<file path="src/rtl/fsis_consts.svh">
// fsis_consts.svh: step sizes, codes and timing counts for the flash start-up sequencer
// assumes a 250 MHz system clock; included by bare name
`ifndef FSIS_CONSTS_SVH
`define FSIS_CONSTS_SVH

// clock period in picoseconds
`define FSIS_CLK_PS 4000
// led ramp timing in nanoseconds
`define FSIS_RISE_DD_NS 12000
`define FSIS_RISE_HC_NS 500
`define FSIS_FALL_NS 500
// number of ramp steps across full scale (code width 4 bits)
`define FSIS_CODE_STEPS 15
// ramp tick intervals, longest time rounded down; the sequencer clamps the hc and fall ticks to at least one cycle
`define FSIS_TICK_DD ((`FSIS_RISE_DD_NS * 1000 / `FSIS_CLK_PS) / `FSIS_CODE_STEPS)
`define FSIS_TICK_HC ((`FSIS_RISE_HC_NS * 1000 / `FSIS_CLK_PS) / `FSIS_CODE_STEPS)
`define FSIS_TICK_FALL ((`FSIS_FALL_NS * 1000 / `FSIS_CLK_PS) / `FSIS_CODE_STEPS)
// first limit step duration: 1 ms
`define FSIS_STEP1_US 1000
`define FSIS_STEP1_CYC (`FSIS_STEP1_US * 1000000 / `FSIS_CLK_PS)
// led step sizes in microamps, and the high-current ratio as 9/4
`define FSIS_STEP_DD_UA 27500
`define FSIS_STEP_HC_UA 62000
`define FSIS_HC_NUM 9
`define FSIS_HC_DEN 4
// valley limit codes in milliamps; zero means power stage off
`define FSIS_VALLEY_LIMIT_SELECT_OFF 11'h000
`define FSIS_VALLEY_LIMIT_SELECT_30 11'h01e
`define FSIS_VALLEY_LIMIT_SELECT_250 11'h0fa
`define FSIS_VALLEY_LIMIT_SELECT_1150 11'h47e
`define FSIS_VALLEY_LIMIT_SELECT_1600 11'h640
// mode field codes
`define FSIS_MODE_SHDN 2'h0
`define FSIS_MODE_DCL 2'h1
`define FSIS_MODE_FLASH 2'h2

`endif

</file>
<file path="src/rtl/fsis_pkg.sv">
// fsis_pkg.sv: types for the flash start-up sequencer
// assumes nothing from fsis_consts.svh; the state codes are set here
package fsis_pkg;
  // gray-coded start-up phases along the usual path
  typedef enum logic [2:0] {
    ST_IDLE = 3'h0,
    ST_PRECHG = 3'h1,
    ST_STEP1 = 3'h3,
    ST_STEP2 = 3'h2,
    ST_FULL = 3'h6
  } fsis_state_type;
endpackage

</file>
<file path="src/rtl/fsis_sequencer.sv">
// fsis_sequencer.sv: start-up, valley limit and led ramp control of a flash boost stage
// assumes analog comparators arrive asynchronously; comparator, select and mask levels are synchronised here, mode, strobe, target and led enables are not
`timescale 1ns/1ps
`include "fsis_consts.svh"

module fsis_sequencer
(
  input wire logic i_clk,
  input wire logic i_sys_rst,
  input wire logic [1:0] i_mode,
  input wire logic i_voltage_mode_enable,
  input wire logic i_valley_limit_select,
  input wire logic i_high_current_select,
  input wire logic i_tx_mask,
  input wire logic i_near_vin,
  input wire logic i_above_3v3,
  input wire logic i_in_regulation,
  input wire logic i_down_mode,
  input wire logic i_valley_over,
  input wire logic i_off_time_done,
  input wire logic [3:0] i_led_target,
  input wire logic [2:0] i_led_input_enables,
  input wire logic [15:0] i_safety_ticks,
  input wire logic i_strobe,
  output logic o_rectifier_on,
  output logic o_switching,
  output logic o_on_time_start,
  output logic [10:0] o_valley_limit_ma,
  output logic o_power_stage_off,
  output logic o_balance_enable,
  output logic [3:0] o_led_code,
  output logic [2:0] o_led_sink_enable,
  output logic [19:0] o_led_current_ua,
  output logic o_safety_expired,
  output logic o_busy
);

  // ==========================================================
  // input synchronisers
  // ==========================================================
  localparam int NSYNC = 10;
  logic [NSYNC-1:0] async_in;
  logic [NSYNC-1:0] sync1_q;
  logic [NSYNC-1:0] sync2_q;
  assign async_in = {i_voltage_mode_enable, i_valley_limit_select, i_high_current_select,
                     i_tx_mask, i_near_vin, i_above_3v3, i_in_regulation, i_down_mode,
                     i_valley_over, i_off_time_done};

  // two flops per pin level; first stage only feeds the second
  always_ff @(posedge i_clk or posedge i_sys_rst)
  begin
    if (i_sys_rst)
    begin
      sync1_q <= '0;
      sync2_q <= '0;
    end
    else
    begin
      sync1_q <= async_in;
      sync2_q <= sync1_q;
    end
  end

  logic vm_en, valley_limit_select_pin, high_current_select, tx_mask, near_vin, above_3v3, in_reg, down_mode;
  logic valley_over, off_done;
  assign {vm_en, valley_limit_select_pin, high_current_select, tx_mask, near_vin, above_3v3, in_reg, down_mode,
          valley_over, off_done} = sync2_q;

  logic shutdown;
  assign shutdown = (i_mode == `FSIS_MODE_SHDN);

  // ==========================================================
  // limit select latch
  // ==========================================================
  logic valley_limit_select_q;
  // writes are ignored once operation starts
  always_ff @(posedge i_clk or posedge i_sys_rst)
  begin
    if (i_sys_rst)
      valley_limit_select_q <= 1'b0;
    else if (shutdown)
      valley_limit_select_q <= valley_limit_select_pin;
  end

  // ==========================================================
  // start-up state machine
  // ==========================================================
  fsis_pkg::fsis_state_type state_q;
  logic [17:0] step1_cnt_q;
  logic prechg_done;
  logic current_only;
  assign current_only = ((i_mode == `FSIS_MODE_DCL) || (i_mode == `FSIS_MODE_FLASH)) && !vm_en;
  // hc current-only mode waits for vin only; else whichever comes first
  assign prechg_done = (high_current_select && current_only) ? near_vin : (near_vin || above_3v3);

  always_ff @(posedge i_clk or posedge i_sys_rst)
  begin
    if (i_sys_rst)
      state_q <= fsis_pkg::ST_IDLE;
    else if (shutdown)
      state_q <= fsis_pkg::ST_IDLE;
    else
    begin
      case (state_q)
        fsis_pkg::ST_IDLE:
          state_q <= fsis_pkg::ST_PRECHG;
        fsis_pkg::ST_PRECHG:
          // mask holds the phase in high-current mode
          if (prechg_done && !(high_current_select && tx_mask))
            state_q <= high_current_select ? fsis_pkg::ST_STEP2 : fsis_pkg::ST_STEP1;
        fsis_pkg::ST_STEP1:
          if (step1_cnt_q == 18'(`FSIS_STEP1_CYC - 1))
            state_q <= fsis_pkg::ST_STEP2;
        fsis_pkg::ST_STEP2:
          // direct mode waits for regulation, hc for boost operation
          if (high_current_select ? !down_mode : in_reg)
            state_q <= fsis_pkg::ST_FULL;
        fsis_pkg::ST_FULL:
          state_q <= fsis_pkg::ST_FULL;
        default:
          state_q <= fsis_pkg::ST_IDLE;
      endcase
    end
  end

  // one millisecond of operation at the first step
  always_ff @(posedge i_clk or posedge i_sys_rst)
  begin
    if (i_sys_rst)
      step1_cnt_q <= '0;
    else if (state_q == fsis_pkg::ST_STEP1)
      step1_cnt_q <= step1_cnt_q + 18'h00001;
    else
      step1_cnt_q <= '0;
  end

  // ==========================================================
  // valley limit selection
  // ==========================================================
  function automatic logic [10:0] full_limit(input logic sel);
    full_limit = sel ? `FSIS_VALLEY_LIMIT_SELECT_1600 : `FSIS_VALLEY_LIMIT_SELECT_1150;
  endfunction
  function automatic logic [10:0] low_limit(input logic sel);
    low_limit = sel ? `FSIS_VALLEY_LIMIT_SELECT_250 : `FSIS_VALLEY_LIMIT_SELECT_30;
  endfunction

  logic [10:0] limit_d;
  logic stage_off;
  assign stage_off = high_current_select && tx_mask;
  always_comb
  begin
    limit_d = full_limit(valley_limit_select_q);
    if (high_current_select)
      limit_d = stage_off ? `FSIS_VALLEY_LIMIT_SELECT_OFF : low_limit(valley_limit_select_q);
    if (state_q == fsis_pkg::ST_STEP1)
      limit_d = `FSIS_VALLEY_LIMIT_SELECT_30;
    else if (state_q == fsis_pkg::ST_STEP2)
      limit_d = high_current_select ? low_limit(valley_limit_select_q) : `FSIS_VALLEY_LIMIT_SELECT_250;
    if (stage_off)
      limit_d = `FSIS_VALLEY_LIMIT_SELECT_OFF;
  end

  // registered power-stage controls
  always_ff @(posedge i_clk or posedge i_sys_rst)
  begin
    if (i_sys_rst)
    begin
      o_valley_limit_ma <= `FSIS_VALLEY_LIMIT_SELECT_OFF;
      o_power_stage_off <= 1'b1;
      o_rectifier_on <= 1'b0;
      o_switching <= 1'b0;
      o_balance_enable <= 1'b0;
      o_busy <= 1'b0;
    end
    else
    begin
      o_valley_limit_ma <= shutdown ? `FSIS_VALLEY_LIMIT_SELECT_OFF : limit_d;
      o_power_stage_off <= shutdown || stage_off;
      o_rectifier_on <= (state_q == fsis_pkg::ST_PRECHG) && !stage_off;
      o_switching <= !stage_off && (state_q == fsis_pkg::ST_STEP1 ||
                     state_q == fsis_pkg::ST_STEP2 || state_q == fsis_pkg::ST_FULL);
      o_balance_enable <= high_current_select && !shutdown;
      o_busy <= (state_q != fsis_pkg::ST_FULL) && !shutdown;
    end
  end

  // ==========================================================
  // off-time extension
  // ==========================================================
  // next on-time waits while the valley current is still above the limit
  always_ff @(posedge i_clk or posedge i_sys_rst)
  begin
    if (i_sys_rst)
      o_on_time_start <= 1'b0;
    else
      o_on_time_start <= o_switching && off_done && !valley_over && !o_on_time_start;
  end

  // ==========================================================
  // led current ramp
  // ==========================================================
  localparam logic [7:0] TICK_DD = 8'(`FSIS_TICK_DD);
  localparam logic [7:0] TICK_HC = 8'(((`FSIS_TICK_HC) < 1) ? 1 : `FSIS_TICK_HC);
  localparam logic [7:0] TICK_FALL = 8'(((`FSIS_TICK_FALL) < 1) ? 1 : `FSIS_TICK_FALL);
  logic [7:0] tick_cnt_q;
  logic [7:0] tick_len;
  logic [3:0] target;
  logic going_up;
  logic tick;
  assign target = (shutdown || !i_strobe) ? 4'h0 : i_led_target;
  assign going_up = target > o_led_code;
  // fall is fast in both modes; rise speed depends on mode
  assign tick_len = going_up ? (high_current_select ? TICK_HC : TICK_DD) : TICK_FALL;
  assign tick = (tick_cnt_q >= tick_len - 8'h01);

  always_ff @(posedge i_clk or posedge i_sys_rst)
  begin
    if (i_sys_rst)
      tick_cnt_q <= '0;
    else if (target == o_led_code || tick)
      tick_cnt_q <= '0;
    else
      tick_cnt_q <= tick_cnt_q + 8'h01;
  end

  // one code step per tick toward the target
  always_ff @(posedge i_clk or posedge i_sys_rst)
  begin
    if (i_sys_rst)
      o_led_code <= 4'h0;
    else if (tick && going_up)
      o_led_code <= o_led_code + 4'h1;
    else if (tick && target < o_led_code)
      o_led_code <= o_led_code - 4'h1;
  end

  // current in microamps; hc step is the direct step scaled by 9/4
  // full scale in hc mode needs 20 bits, so the port is sized for it
  logic [19:0] cur_dd;
  assign cur_dd = 20'(o_led_code) * 20'(`FSIS_STEP_DD_UA);
  always_ff @(posedge i_clk or posedge i_sys_rst)
  begin
    if (i_sys_rst)
      o_led_current_ua <= '0;
    else
      o_led_current_ua <= high_current_select ? 20'((cur_dd * `FSIS_HC_NUM) / `FSIS_HC_DEN) : cur_dd;
  end

  // sink enables follow the inputs one cycle later, cleared in shutdown; paralleling needs no special handling
  always_ff @(posedge i_clk or posedge i_sys_rst)
  begin
    if (i_sys_rst)
      o_led_sink_enable <= 3'h0;
    else
      o_led_sink_enable <= shutdown ? 3'h0 : i_led_input_enables;
  end

  // ==========================================================
  // safety timer
  // ==========================================================
  // counts oscillator cycles, so its length tracks oscillator accuracy
  logic [15:0] safety_cnt_q;
  always_ff @(posedge i_clk or posedge i_sys_rst)
  begin
    if (i_sys_rst)
    begin
      safety_cnt_q <= '0;
      o_safety_expired <= 1'b0;
    end
    else if (!i_strobe || shutdown)
    begin
      safety_cnt_q <= '0;
      o_safety_expired <= 1'b0;
    end
    else if (safety_cnt_q >= i_safety_ticks)
      o_safety_expired <= 1'b1;
    else
      safety_cnt_q <= safety_cnt_q + 16'h0001;
  end

  // ==========================================================
  // checks
  // ==========================================================
  stage_off_a: assert property (@(posedge i_clk) disable iff (i_sys_rst)
    (high_current_select && tx_mask) |=> o_power_stage_off && o_valley_limit_ma == 11'h000)
    else $error("power stage not off under mask");
  shutdown_idle_a: assert property (@(posedge i_clk) disable iff (i_sys_rst)
    (i_mode == 2'h0) |=> state_q == fsis_pkg::ST_IDLE)
    else $error("sequencer not idle in shutdown");
  balance_mode_a: assert property (@(posedge i_clk) disable iff (i_sys_rst)
    (!high_current_select) |=> !o_balance_enable)
    else $error("balancing on in direct mode");
  balance_hc_a: assert property (@(posedge i_clk) disable iff (i_sys_rst)
    (high_current_select && i_mode != 2'h0) |=> o_balance_enable)
    else $error("balancing off in high-current mode");
  limit_latch_a: assert property (@(posedge i_clk) disable iff (i_sys_rst)
    (i_mode != 2'h0) |=> $stable(valley_limit_select_q))
    else $error("limit select changed while running");
  full_limit_a: assert property (@(posedge i_clk) disable iff (i_sys_rst)
    (state_q == fsis_pkg::ST_FULL && !high_current_select && i_mode != 2'h0 && $stable(state_q))
    |=> o_valley_limit_ma == (valley_limit_select_q ? 11'h640 : 11'h47e))
    else $error("wrong full limit in direct mode");
  step1_limit_a: assert property (@(posedge i_clk) disable iff (i_sys_rst)
    (state_q == fsis_pkg::ST_STEP1 && !stage_off && i_mode != 2'h0)
    |=> o_valley_limit_ma == 11'h01e)
    else $error("first step limit wrong");
  mask_hold_a: assert property (@(posedge i_clk) disable iff (i_sys_rst)
    (state_q == fsis_pkg::ST_PRECHG && high_current_select && tx_mask && i_mode != 2'h0)
    |=> state_q == fsis_pkg::ST_PRECHG)
    else $error("precharge left under mask");
  rect_only_a: assert property (@(posedge i_clk) disable iff (i_sys_rst)
    o_rectifier_on |-> !o_switching)
    else $error("switching during precharge");
  ramp_step_a: assert property (@(posedge i_clk) disable iff (i_sys_rst)
    o_led_code != $past(o_led_code) |-> (o_led_code - $past(o_led_code) == 4'h1) ||
    ($past(o_led_code) - o_led_code == 4'h1))
    else $error("ramp moved more than one step");
  on_time_a: assert property (@(posedge i_clk) disable iff (i_sys_rst)
    valley_over |=> !o_on_time_start)
    else $error("on-time started above limit");

endmodule // fsis_sequencer

</file>
<file path="config.mk">
export PLATFORM = sky130hd
export DESIGN_NAME = fsis_sequencer
export DESIGN_NICKNAME = d
export VERILOG_FILES = /design/src/rtl/fsis_pkg.sv /design/src/rtl/fsis_sequencer.sv
export VERILOG_INCLUDE_DIRS = /design/src /design/src/rtl
export SDC_FILE = /design/constraint.sdc
export NUM_CORES = 1
export LEC_CHECK = 0
export ABC_AREA = 1
export BUFFER_PORTS_ARGS = -buffer_cell sky130_fd_sc_hd__buf_2
export CAP_MARGIN = 30
export CORE_ASPECT_RATIO = 0.9
export CORE_MARGIN = 10
export CORE_UTILIZATION = 55
export DETAILED_ROUTE_END_ITERATION = 16
export HOLD_SLACK_MARGIN = 0.08
export PLACE_DENSITY_LB_ADDON = 0.08
export SYNTH_ARGS = -nofsm -noshare
export SYNTH_HDL_FRONTEND = slang
export SYNTH_SLANG_ARGS = --single-unit
</file>
<file path="constraint.sdc">
create_clock -name i_clk -period 5.4 [get_ports i_clk]
set_input_delay 0.27 -clock i_clk [delete_from_list [all_inputs] [get_ports i_clk]]
set_output_delay 0.27 -clock i_clk [all_outputs]
set_load 0.02 [all_outputs]
</file>
=== Word-level counts from Yosys, hierarchy flattened ===
Cells that the tools add are included.

* Logic and storage cells: 104
* Bits in registers: 111
* Input bits: 38
* Output and inout bits: 45

* Muxes and demuxes: 29
* $add $sub $neg: 6
* Multiply operators: 2
* Reductions and logical operators: 32
* Equal/unequal tests: 13
* Order comparisons: 4

{| class="wikitable"
|+ Operator list
! operator !! number
|-
| 11-bit two-way mux || 5
|-
| 8-bit two-way mux || 5
|-
| 16-bit two-way mux || 2
|-
| 17-bit by 4-bit multiplier with 20-bit output (second input constant) || 1
|-
| 20-bit two-way mux || 1
|-
| 18-bit by 1-bit adder with 18-bit output (second input constant) || 1
|-
| 18-bit equality test (second input constant) || 1
|-
| 18-bit two-way mux || 1
|-
| 4-bit by 13-bit multiplier with 17-bit output (second input constant) || 1
|-
| 16-bit by 1-bit adder with 16-bit output (second input constant) || 1
|-
| 16-bit greater-or-equal comparator || 1
|-
| 3-bit two-way mux || 5
|-
| 3-bit one-hot mux with 5 select lines || 1
|-
| 1-bit logical AND || 13
|-
| 4-bit two-way mux || 3
|-
| 3-bit inequality test (second input constant) || 4
|-
| 10-bit two-way mux || 1
|-
| 8-bit by 1-bit adder with 8-bit output (second input constant) || 1
|-
| 8-bit greater-or-equal comparator || 1
|-
| 8-bit by 1-bit subtractor with 8-bit output (second input constant) || 1
|-
| 1-bit zero test || 7
|-
| 1-bit logical OR || 7
|-
| 3-bit by 2-bit equality test with 1-bit output (second input constant) || 2
|-
| 1-bit two-way mux || 5
|-
| 14 further kinds || 15
|}

=== Depth between registers and ports, before layout ===
Gate-level depths: netlist of run 1.

* Word-level depth: 10
* Mapped depth: 27
* Depth with buffers taken out: 26

=== Worst setup path before layout of run 1 ===
OpenSTA, ideal clock, no wires.

* Path kind: register to register
* Start point: reg o_led_code[2]
* End point: reg o_led_current_ua[19]
* Cell stages (with the launch flop): 28
* Path buffers: 1
* Setup slack: 1145 ps
* Data required time: 5281 ps
* Data arrival time: 4136 ps
* Period minus slack after synthesis: 4255 ps
* Setup time: 119 ps
* Path through: dfrtp_1 > inv_1 > ha_1 > fa_1 > inv_1 > ha_1 > buf_2 > nand2_1 > nand2_1 > nand2_1 > nand2_1 > nand2_1 > nand3_1 > a21oi_1 > xnor2_2 > inv_1 > nor2_1 > nor2_1 > ha_1 > nand2_1 > nor2_1 > nand4_1 > o21ai_0 > nand3_2 > nand2_1 > nand3_1 > nand2_1 > nor2_1

* Cells in the longest elaborated chain, start to end: 3

{| class="wikitable"
|+ Ends and longest elaborated chain
! item !! RTL line !! text
|-
| from (decl) || fsis_sequencer.sv:31 || <nowiki>output logic [3:0] o_led_code,</nowiki>
|-
| from (signal assigned) || fsis_sequencer.sv:232 || <nowiki>o_led_code <= o_led_code + 4'h1;</nowiki>
|-
| from (signal assigned) || fsis_sequencer.sv:234 || <nowiki>o_led_code <= o_led_code - 4'h1;</nowiki>
|-
| 4-bit by 13-bit multiplier with 17-bit output || fsis_sequencer.sv:240 || <nowiki>assign cur_dd = 20'(o_led_code) * 20'(`FSIS_STEP_DD_UA);</nowiki>
|-
| 17-bit by 4-bit multiplier with 20-bit output (no source line) || - ||
|-
| 20-bit two-way mux || fsis_sequencer.sv:246 || <nowiki>o_led_current_ua <= high_current_select ? 20'((cur_dd * `FSIS_HC_NUM) / `FSIS_HC_DEN) : cur_dd;</nowiki>
|-
| to (signal assigned) || fsis_sequencer.sv:246 ||
|-
| to (decl) || fsis_sequencer.sv:33 || <nowiki>output logic [19:0] o_led_current_ua,</nowiki>
|}

Every way passes these cells.
A chain may end at the register's enable or synchronous reset.

=== Final worst setup path of run 1 ===
* Start point: reg o_led_code[2]
* End point: reg o_led_current_ua[18]

* Cells in the longest elaborated chain, start to end: 3

{| class="wikitable"
|+ Ends and longest elaborated chain
! item !! RTL line
|-
| 4-bit by 13-bit multiplier with 17-bit output (*) || fsis_sequencer.sv:240
|-
| 17-bit by 4-bit multiplier with 20-bit output (no source line) || -
|-
| 20-bit two-way mux (*) || fsis_sequencer.sv:246
|}

Mark *: on every way between the ends. The rest lies on a longest branch, timed or not.

==> run_results.csv, run 1 <==
group,metric,value,unit
status,outcome,"complete, no violations",
setup_path,critPathRequiredTime,5.64,ns
cells_and_area,final_nets,1023,
synthesis,synth_warnings,0,
global_routing,antenna_violations_before_repair,0,
setup_path,r2r-end,"o_led_current_ua[18]",
cells_and_area,layout-drive-gt1-share,13.8,%
global_routing,grt_max_degree,73,
placement,placedInstanceArea,0.00724,mm^2
setup_path,critPathCaptureType,"register",
timing,setup_viol_count_final,0,
synthesis,synth-xor-area-share,3.77,%
setup_path,r2r_cells,24,
floorplanning,full_die_area,0.0170,mm^2
cells_and_area,n_antenna_cell,0,
synthesis,synth_enable_flop_cells,0,
setup_path,start_of_the_worst_register_to_register_path,"o_led_code[2]",
synthesis,synth-simple-area-share,22.1,%
clock_tree,worstSkewPairLatency,0.35,ns
setup_path,timing.setup.critical_path_class,"reg -> reg",
placement,place.detailed.hpwl,12.3,mm
drt,post_drt_wl_per_cell,14.8,um
drt,detailroute.via_count,5625,
cells_and_area,synthToLayoutAreaGrowth,13.8,%
cells_and_area,filler_cell_count,1061,
hold_path,whs_endpoint,"o_led_sink_enable[1]",
synthesis,synth-async-reset-ratio,100,%
timing,max_slew.worst_pin.slew,0.868,ns
drt,route.final.wire_length,15.9,mm
synthesis,synth_fa_ha_area_share,15.1,%
synthesis,synthFlopType,"sky130_fd_sc_hd__dfrtp_1",
synthesis,synth_top_cells_by_count,"sky130_fd_sc_hd__nand2_1, sky130_fd_sc_hd__inv_1, sky130_fd_sc_hd__dfrtp_1",
timing,timing_max_transition_violations_final,0,
synthesis,synth_compound_area_share,10.9,%
timing,clock-skew-final,0.00880,ns
placement,finalWeightedCongestion,0.923,
floorplanning,io_pins,83,
synthesis,main_combinational_cell_family_by_area_after_synthesis,"simple AND/OR/NAND/NOR gates",
synthesis,synthMuxAreaShare,0,%
hold_path,hold_path_depth,3,
placement,placement.io_buffers,80,
synthesis,post-synth-top-count-cell,"sky130_fd_sc_hd__nand2_1",
floorplanning,num_rows,38,
clock_tree,clock_sink_count,107,
timing,max_freq,202,MHz
timing,finalSetupTns,0,ns
global_routing,grt-ovfl-total,0,
cells_and_area,finish.utilization,63.6,%
global_routing,grt_pass1_vias,5503,
setup_path,worstSetupStartpointType,"register",
setup_path,crit_path_max_fanout,8,
floorplanning,floorplan.initialDensity,55.9,%
synthesis,syn-cell-area,0.00670,mm^2
hold_path,worst_hold_launch,"i_led_input_enables[1]",
drt,detail_route.vias_per_cell,5.25,
cells_and_area,layout.cell_area.non_filler,0.00763,mm^2
drt,detailedRoute.firstPassIterationCount,4,
synthesis,synth.ff_latch_count,107,
hold_path,worst_hold_path_type,"in -> reg",
job,maxCapViolCount,0,
clock_tree,cts_tree,"done",
timing,rsz0062_at_grt,"no",
timing,timing.final.hold_violations,0,
synthesis,synth_top_cell_by_area,"sky130_fd_sc_hd__dfrtp_1",
clock_tree,number_of_buffers_created_by_cts,9,
drt,ant_nets,0,
setup_path,worst-endpoint-arrival,5.18,ns
synthesis,synth_top_area_share,39.6,%
clock_tree,htreeDepth,3,
clock_tree,cts-root-to-sink-buffers,2,
global_routing,track_usage,18.9,%
drt,detail_route.iter0.violations,399,
floorplanning,die_width,136,um
drt,detail_route.drc_violations,0,
setup_path,reg_to_reg_slack_setup,0.45,ns
timing,final_period_minus_worst_setup_slack,4.95,ns
clock_tree,post-cts-setup-buffer-count,0,
global_routing,wire_length_of_the_first_global_routing_pass,26.5,mm
synthesis,synth.lib_cells_used.distinct,42,
synthesis,syn-instance-count,817,
clock_tree,cts.reportedPaths.clkPinSlew,0.07,ns
synthesis,top_post_synthesis_cells_by_area,"sky130_fd_sc_hd__dfrtp_1, sky130_fd_sc_hd__ha_1, sky130_fd_sc_hd__nand2_1",
synthesis,postSynthAreaPerCell,8.20,um^2
floorplanning,design.core.area,0.0120,mm^2
timing,timing.slew.headroom,42.1,%
floorplanning,fp.dieH,125,um
synthesis,synth_seq_area_share,40.0,%
timing,fin_crit_sh,91.6,%
clock_tree,cts_root_cell,"sky130_fd_sc_hd__clkbuf_16",
## area by class of cell
class	instances	area (um^2)	share of cell area (%)
multi-input combinational	576	3490	45.7
timing repair buffer	95	541	7.09
clock buffer	11	233	3.05
tap	160	200	2.63
inverter	118	445	5.84
sequential	107	2680	35.1
clock inverter	5	42.5	0.558
## registers in the layout (all words and copies together) (netlist names)
| name | count |
|---|---|
| o_led_current_ua | 20 |
| step1_cnt_q | 18 |
| safety_cnt_q | 16 |
| sync1_q | 10 |
| sync2_q | 10 |
| tick_cnt_q | 8 |
| o_valley_limit_ma | 7 |
| o_led_code | 4 |
| o_led_sink_enable | 3 |
| state_q | 3 |
| o_balance_enable | 1 |
| o_busy | 1 |
| o_on_time_start | 1 |
| o_power_stage_off | 1 |
| o_rectifier_on | 1 |
| o_safety_expired | 1 |
| o_switching | 1 |
| valley_limit_select_q | 1 |
## layout by cell type, fill, tap and decap left out, types with 3 or more instances in the layout
master                            n
sky130_fd_sc_hd__buf_4            4
sky130_fd_sc_hd__inv_1          115
sky130_fd_sc_hd__nand3_2          4
sky130_fd_sc_hd__nor3_2           3
sky130_fd_sc_hd__nand4_1         11
sky130_fd_sc_hd__o21bai_1         5
sky130_fd_sc_hd__nor3_1          15
sky130_fd_sc_hd__xor2_1          20
sky130_fd_sc_hd__nand2_2          7
sky130_fd_sc_hd__xnor2_1          7
sky130_fd_sc_hd__a21oi_1         58
sky130_fd_sc_hd__clkbuf_16        9
sky130_fd_sc_hd__nand2_1        159
sky130_fd_sc_hd__o31ai_1          6
sky130_fd_sc_hd__nor2_1          87
sky130_fd_sc_hd__buf_2           80
sky130_fd_sc_hd__o21ai_0         43
sky130_fd_sc_hd__o211ai_1         3
sky130_fd_sc_hd__fa_1             5
sky130_fd_sc_hd__nand2_4          3
sky130_fd_sc_hd__dlygate4sd3_1   11
sky130_fd_sc_hd__nor3b_1          3
sky130_fd_sc_hd__o22ai_1          6
sky130_fd_sc_hd__nand3_1         31
sky130_fd_sc_hd__nor4_1           7
sky130_fd_sc_hd__a211oi_1         5
sky130_fd_sc_hd__ha_1            73
sky130_fd_sc_hd__dfrtp_1        106
## cells by family (layout without fill, tap and decap cells)
group	count (synthesis)	count (layout)
AND/OR/NAND/NOR	336	336
buffers and inverters	135	229
AO/OA/AOI/OAI	132	132
flip-flops	107	107
adder cells (fa/ha/maj)	78	78
XOR/XNOR	28	28
other	1	2
## through the flow
stage               hold slack, ns  setup WS (ns)  cells
global placement             0.332          0.424   1045
finish                       0.121          0.454   1072
CTS                          0.106          0.493   1072
floorplan                    0.301           1.15    818
global route                 0.112         0.0673   1072
detailed placement           0.333          0.516   1045
## critical path: stages (launching register included)
cell,delay (ns)
sky130_fd_sc_hd__dfrtp_1,0.52
sky130_fd_sc_hd__inv_1,0.11
sky130_fd_sc_hd__ha_1,0.34
sky130_fd_sc_hd__fa_1,0.51
sky130_fd_sc_hd__inv_1,0.08
sky130_fd_sc_hd__ha_1,0.39
sky130_fd_sc_hd__nand2_1,0.11
sky130_fd_sc_hd__nand2_1,0.10
sky130_fd_sc_hd__nand2_1,0.08
sky130_fd_sc_hd__nand2_1,0.06
sky130_fd_sc_hd__a21oi_1,0.21
sky130_fd_sc_hd__o21bai_1,0.11
sky130_fd_sc_hd__xnor2_1,0.42
sky130_fd_sc_hd__inv_1,0.13
sky130_fd_sc_hd__nor2_1,0.15
sky130_fd_sc_hd__nor2_1,0.06
sky130_fd_sc_hd__ha_1,0.35
sky130_fd_sc_hd__nand2_1,0.11
sky130_fd_sc_hd__nor2_1,0.05
sky130_fd_sc_hd__a211oi_1,0.31
sky130_fd_sc_hd__nand3_1,0.17
sky130_fd_sc_hd__nand2_1,0.12
sky130_fd_sc_hd__nand3_1,0.10
sky130_fd_sc_hd__a21oi_1,0.15
sky130_fd_sc_hd__o21ai_1,0.09
## how the worst max path moves through the flow
stage | from | end | slack, ns | depth (start not counted)
2_1_floorplan | o_led_code[2] | o_led_current_ua[19] | 1.15 | 27
3_3_place_gp | o_led_code[2] | o_led_current_ua[18] | 0.42 | 24
3_5_place_dp | o_led_code[2] | o_led_current_ua[18] | 0.52 | 24
4_1_cts | o_led_code[2] | o_led_current_ua[18] | 0.49 | 24
5_1_grt | o_led_code[2] | o_led_current_ua[19] | 0.07 | 25
6_report | o_led_code[2] | o_led_current_ua[18] | 0.45 | 24
## repair_timing
item | 4_1_cts | 5_1_grt
resized for setup | 0 | 0
hold buffers | 11 | 0
endpoints found under the hold margin | 45 | 0
## routing by layer
layer | wire length, um | GRT usage, % | part of all wire, % | vias up
met4 | 325 | 6.01 | 2.0 | 0
met1 | 7330 | 25.3 | 46 | 2646
met3 | 905 | 4.52 | 5.7 | 23
li1 | - | - | - | 2845
met5 | 0 | 0 | 0 | -
met2 | 7300 | 29.4 | 46 | 111
Power of run 1 is not shown: default switching activity piles up to over one toggle a cycle in this logic, so the estimate is an artifact.
==> inputs of run 2 (changes only) <==
clock period = 5.2 ns   (was 5.4 ns; I/O delays follow)
==> run_results.csv, run 2 (synthesis results as in run 1) <==
group,metric,value,unit
timing,fin_crit_sh,91.8,%
clock_tree,cts_tree,"done",
setup_path,reg_to_reg_slack_setup,0.43,ns
placement,placedCellCount,1045,
drt,detailedRoute.firstPassIterationCount,5,
timing,timing.slew.headroom,41.5,%
cells_and_area,largest_register_ffs,20,
placement,pre_cts_slack,0.344,ns
global_routing,grt_max_degree,73,
floorplanning,num_rows,38,
drt,detail_route.iter0.violations,456,
timing,clock-skew-final,0.00646,ns
cells_and_area,regArea,0.00268,mm^2
cells_and_area,largest_register,"o_led_current_ua",
cells_and_area,largestRegisters,"o_led_current_ua (20), step1_cnt_q (18), safety_cnt_q (16)",
setup_path,critPathMostFrequentCell,"sky130_fd_sc_hd__nand3_1",
drt,route.final.wire_length,16.0,mm
timing,timing_max_transition_violations_final,0,
timing,max_freq,210,MHz
hold_path,worst_hold_path_type,"in -> reg",
floorplanning,io_pins,83,
timing,rsz0062_at_grt,"no",
setup_path,start_of_the_worst_register_to_register_path,"o_led_code[2]",
floorplanning,full_die_area,0.0170,mm^2
setup_path,critPathCaptureType,"register",
status,outcome,"complete, no violations",
global_routing,track_usage,19.0,%
drt,ant_nets,0,
timing,max_slew.worst_pin.slew,0.878,ns
timing,layout_setup_ws,0.428,ns
timing,timing.final.hold_violations,0,
floorplanning,floorplan.initialDensity,55.9,%
clock_tree,cts_root_cell,"sky130_fd_sc_hd__clkbuf_16",
drt,detail_route.drc_violations,0,
floorplanning,design.core.area,0.0120,mm^2
clock_tree,cts.reportedPaths.clkPinSlew,0.08,ns
setup_path,crit_path_max_fanout,8,
setup_path,worst-endpoint-arrival,5.02,ns
floorplanning,die_width,136,um
timing,setup_viol_count_final,0,
job,maxCapViolCount,0,
timing,final_period_minus_worst_setup_slack,4.77,ns
clock_tree,htreeDepth,3,
cells_and_area,layout-drive-gt1-share,14.0,%
cells_and_area,filler_cell_count,1064,
cells_and_area,final_nets,1023,
clock_tree,number_of_buffers_created_by_cts,9,
setup_path,timing.setup.critical_path_class,"reg -> reg",
setup_path,r2r-end,"o_led_current_ua[18]",
setup_path,timing.critical_path.slowest_cell_delay,0.51,ns
cells_and_area,n_antenna_cell,0,
cells_and_area,mostFrequentLayoutCell,"sky130_fd_sc_hd__nand2_1",
global_routing,grt-ovfl-total,0,
placement,place.detailed.hpwl,12.4,mm
placement,placement.io_buffers,80,
cells_and_area,synthToLayoutAreaGrowth,14.5,%
setup_path,worstSetupEndpoint,"o_led_current_ua[18]",
global_routing,antenna_violations_before_repair,0,
setup_path,path_cells,"inv_1 > ha_1 > fa_1 > inv_1 > ha_1 > nand2_2 > nor2_4 > nand3_1 > nand3_1 > a21oi_1 > xnor2_2 > inv_1 > nor2_1 > nor2_1 > ha_1 > nand2_1 > nor2_1 > a211oi_1 > nand3_1 > nand2_1 > nand3_1 > a21oi_1 > o21ai_1",
setup_path,r2r_cells,23,
setup_path,worstSetupStartpoint,"o_led_code[2]",
cells_and_area,layoutNonFillerInstCount,1072,
cells_and_area,area_of_combinational_cells_with_multiple_inputs,0.00349,mm^2
setup_path,worstSetupStartpointType,"register",
global_routing,grt_pass1_vias,5454,
drt,post_drt_wl_per_cell,14.9,um
setup_path,critPathRequiredTime,5.44,ns
clock_tree,worstSkewPairLatency,0.36,ns
placement,finalWeightedCongestion,0.922,
floorplanning,fp.dieH,125,um
timing,finalSetupTns,0,ns
global_routing,wire_length_of_the_first_global_routing_pass,26.5,mm
drt,detail_route.vias_per_cell,5.26,
setup_path,timing.critical_path.slowest_stage_cell,"sky130_fd_sc_hd__dfrtp_1",
drt,detailroute.via_count,5634,
clock_tree,cts-root-to-sink-buffers,2,
cells_and_area,final_cell_mix,"sky130_fd_sc_hd__nand2_1, sky130_fd_sc_hd__inv_1, sky130_fd_sc_hd__dfrtp_1, sky130_fd_sc_hd__nor2_1, sky130_fd_sc_hd__buf_2",
clock_tree,clock_sink_count,107,
-- run 2: worst min-delay path by stage --
stage,from,end,cells after the start
finish,i_led_input_enables[2],o_led_sink_enable[2],3
global route,i_led_input_enables[2],o_led_sink_enable[2],3
CTS,i_led_input_enables[2],o_led_sink_enable[2],3
detailed placement,i_sys_rst,safety_cnt_q[14],2
global placement,i_sys_rst,safety_cnt_q[11],2
floorplan,i_off_time_done,sync1_q[0],0
-- run 2: area by class of cell --
cell class | instances | area share, %
Clock buffer | 10 | 2.98
Clock inverter | 6 | 1.09
Inverter | 118 | 5.81
Multi-Input combinational cell | 576 | 45.5
Sequential cell | 107 | 34.9
Tap cell | 160 | 2.61
Timing Repair Buffer | 95 | 7.05
-- run 2: per-layer routing --
layer | wire (um) | track usage [%] | up-vias
met5 | 0 | 0 | -
met4 | 272 | 5.01 | 0
met3 | 909 | 4.76 | 21
met2 | 7360 | 29.8 | 164
met1 | 7460 | 25.6 | 2614
li1 | - | - | 2835
-- run 2: worst max-delay path: cells and delay by family (launching register included) --
kind / cells / cell delay, ns
flops: 1 / 0.51
fa+ha+maj: 4 / 1.64
xor+xnor: 1 / 0.33
simple gates: 11 / 1.31
buf+inv: 3 / 0.29
compound gates: 4 / 0.55
-- run 2: per-stage QoR --
step | utilization (%) | cell area [um^2] | hold WS (ns)
after detailed placement | 60.4 | 7240 | 0.322
after global routing | 64.0 | 7670 | 0.0893
after floorplan | - | 6700 | 0.291
after CTS | 64.0 | 7660 | 0.0908
after global placement | 60.4 | 7240 | 0.311
final | 64.0 | 7670 | 0.101
-- run 2: what timing repair did --
action / 4_1_cts / 5_1_grt
endpoints found under the setup margin: 0 / 4
buffers inserted: 0 / 0
hold buffers: 11 / 0
gates resized for setup: 0 / 2
endpoints found under the hold margin: 45 / 0
Power of run 2 is left out for the same reason.
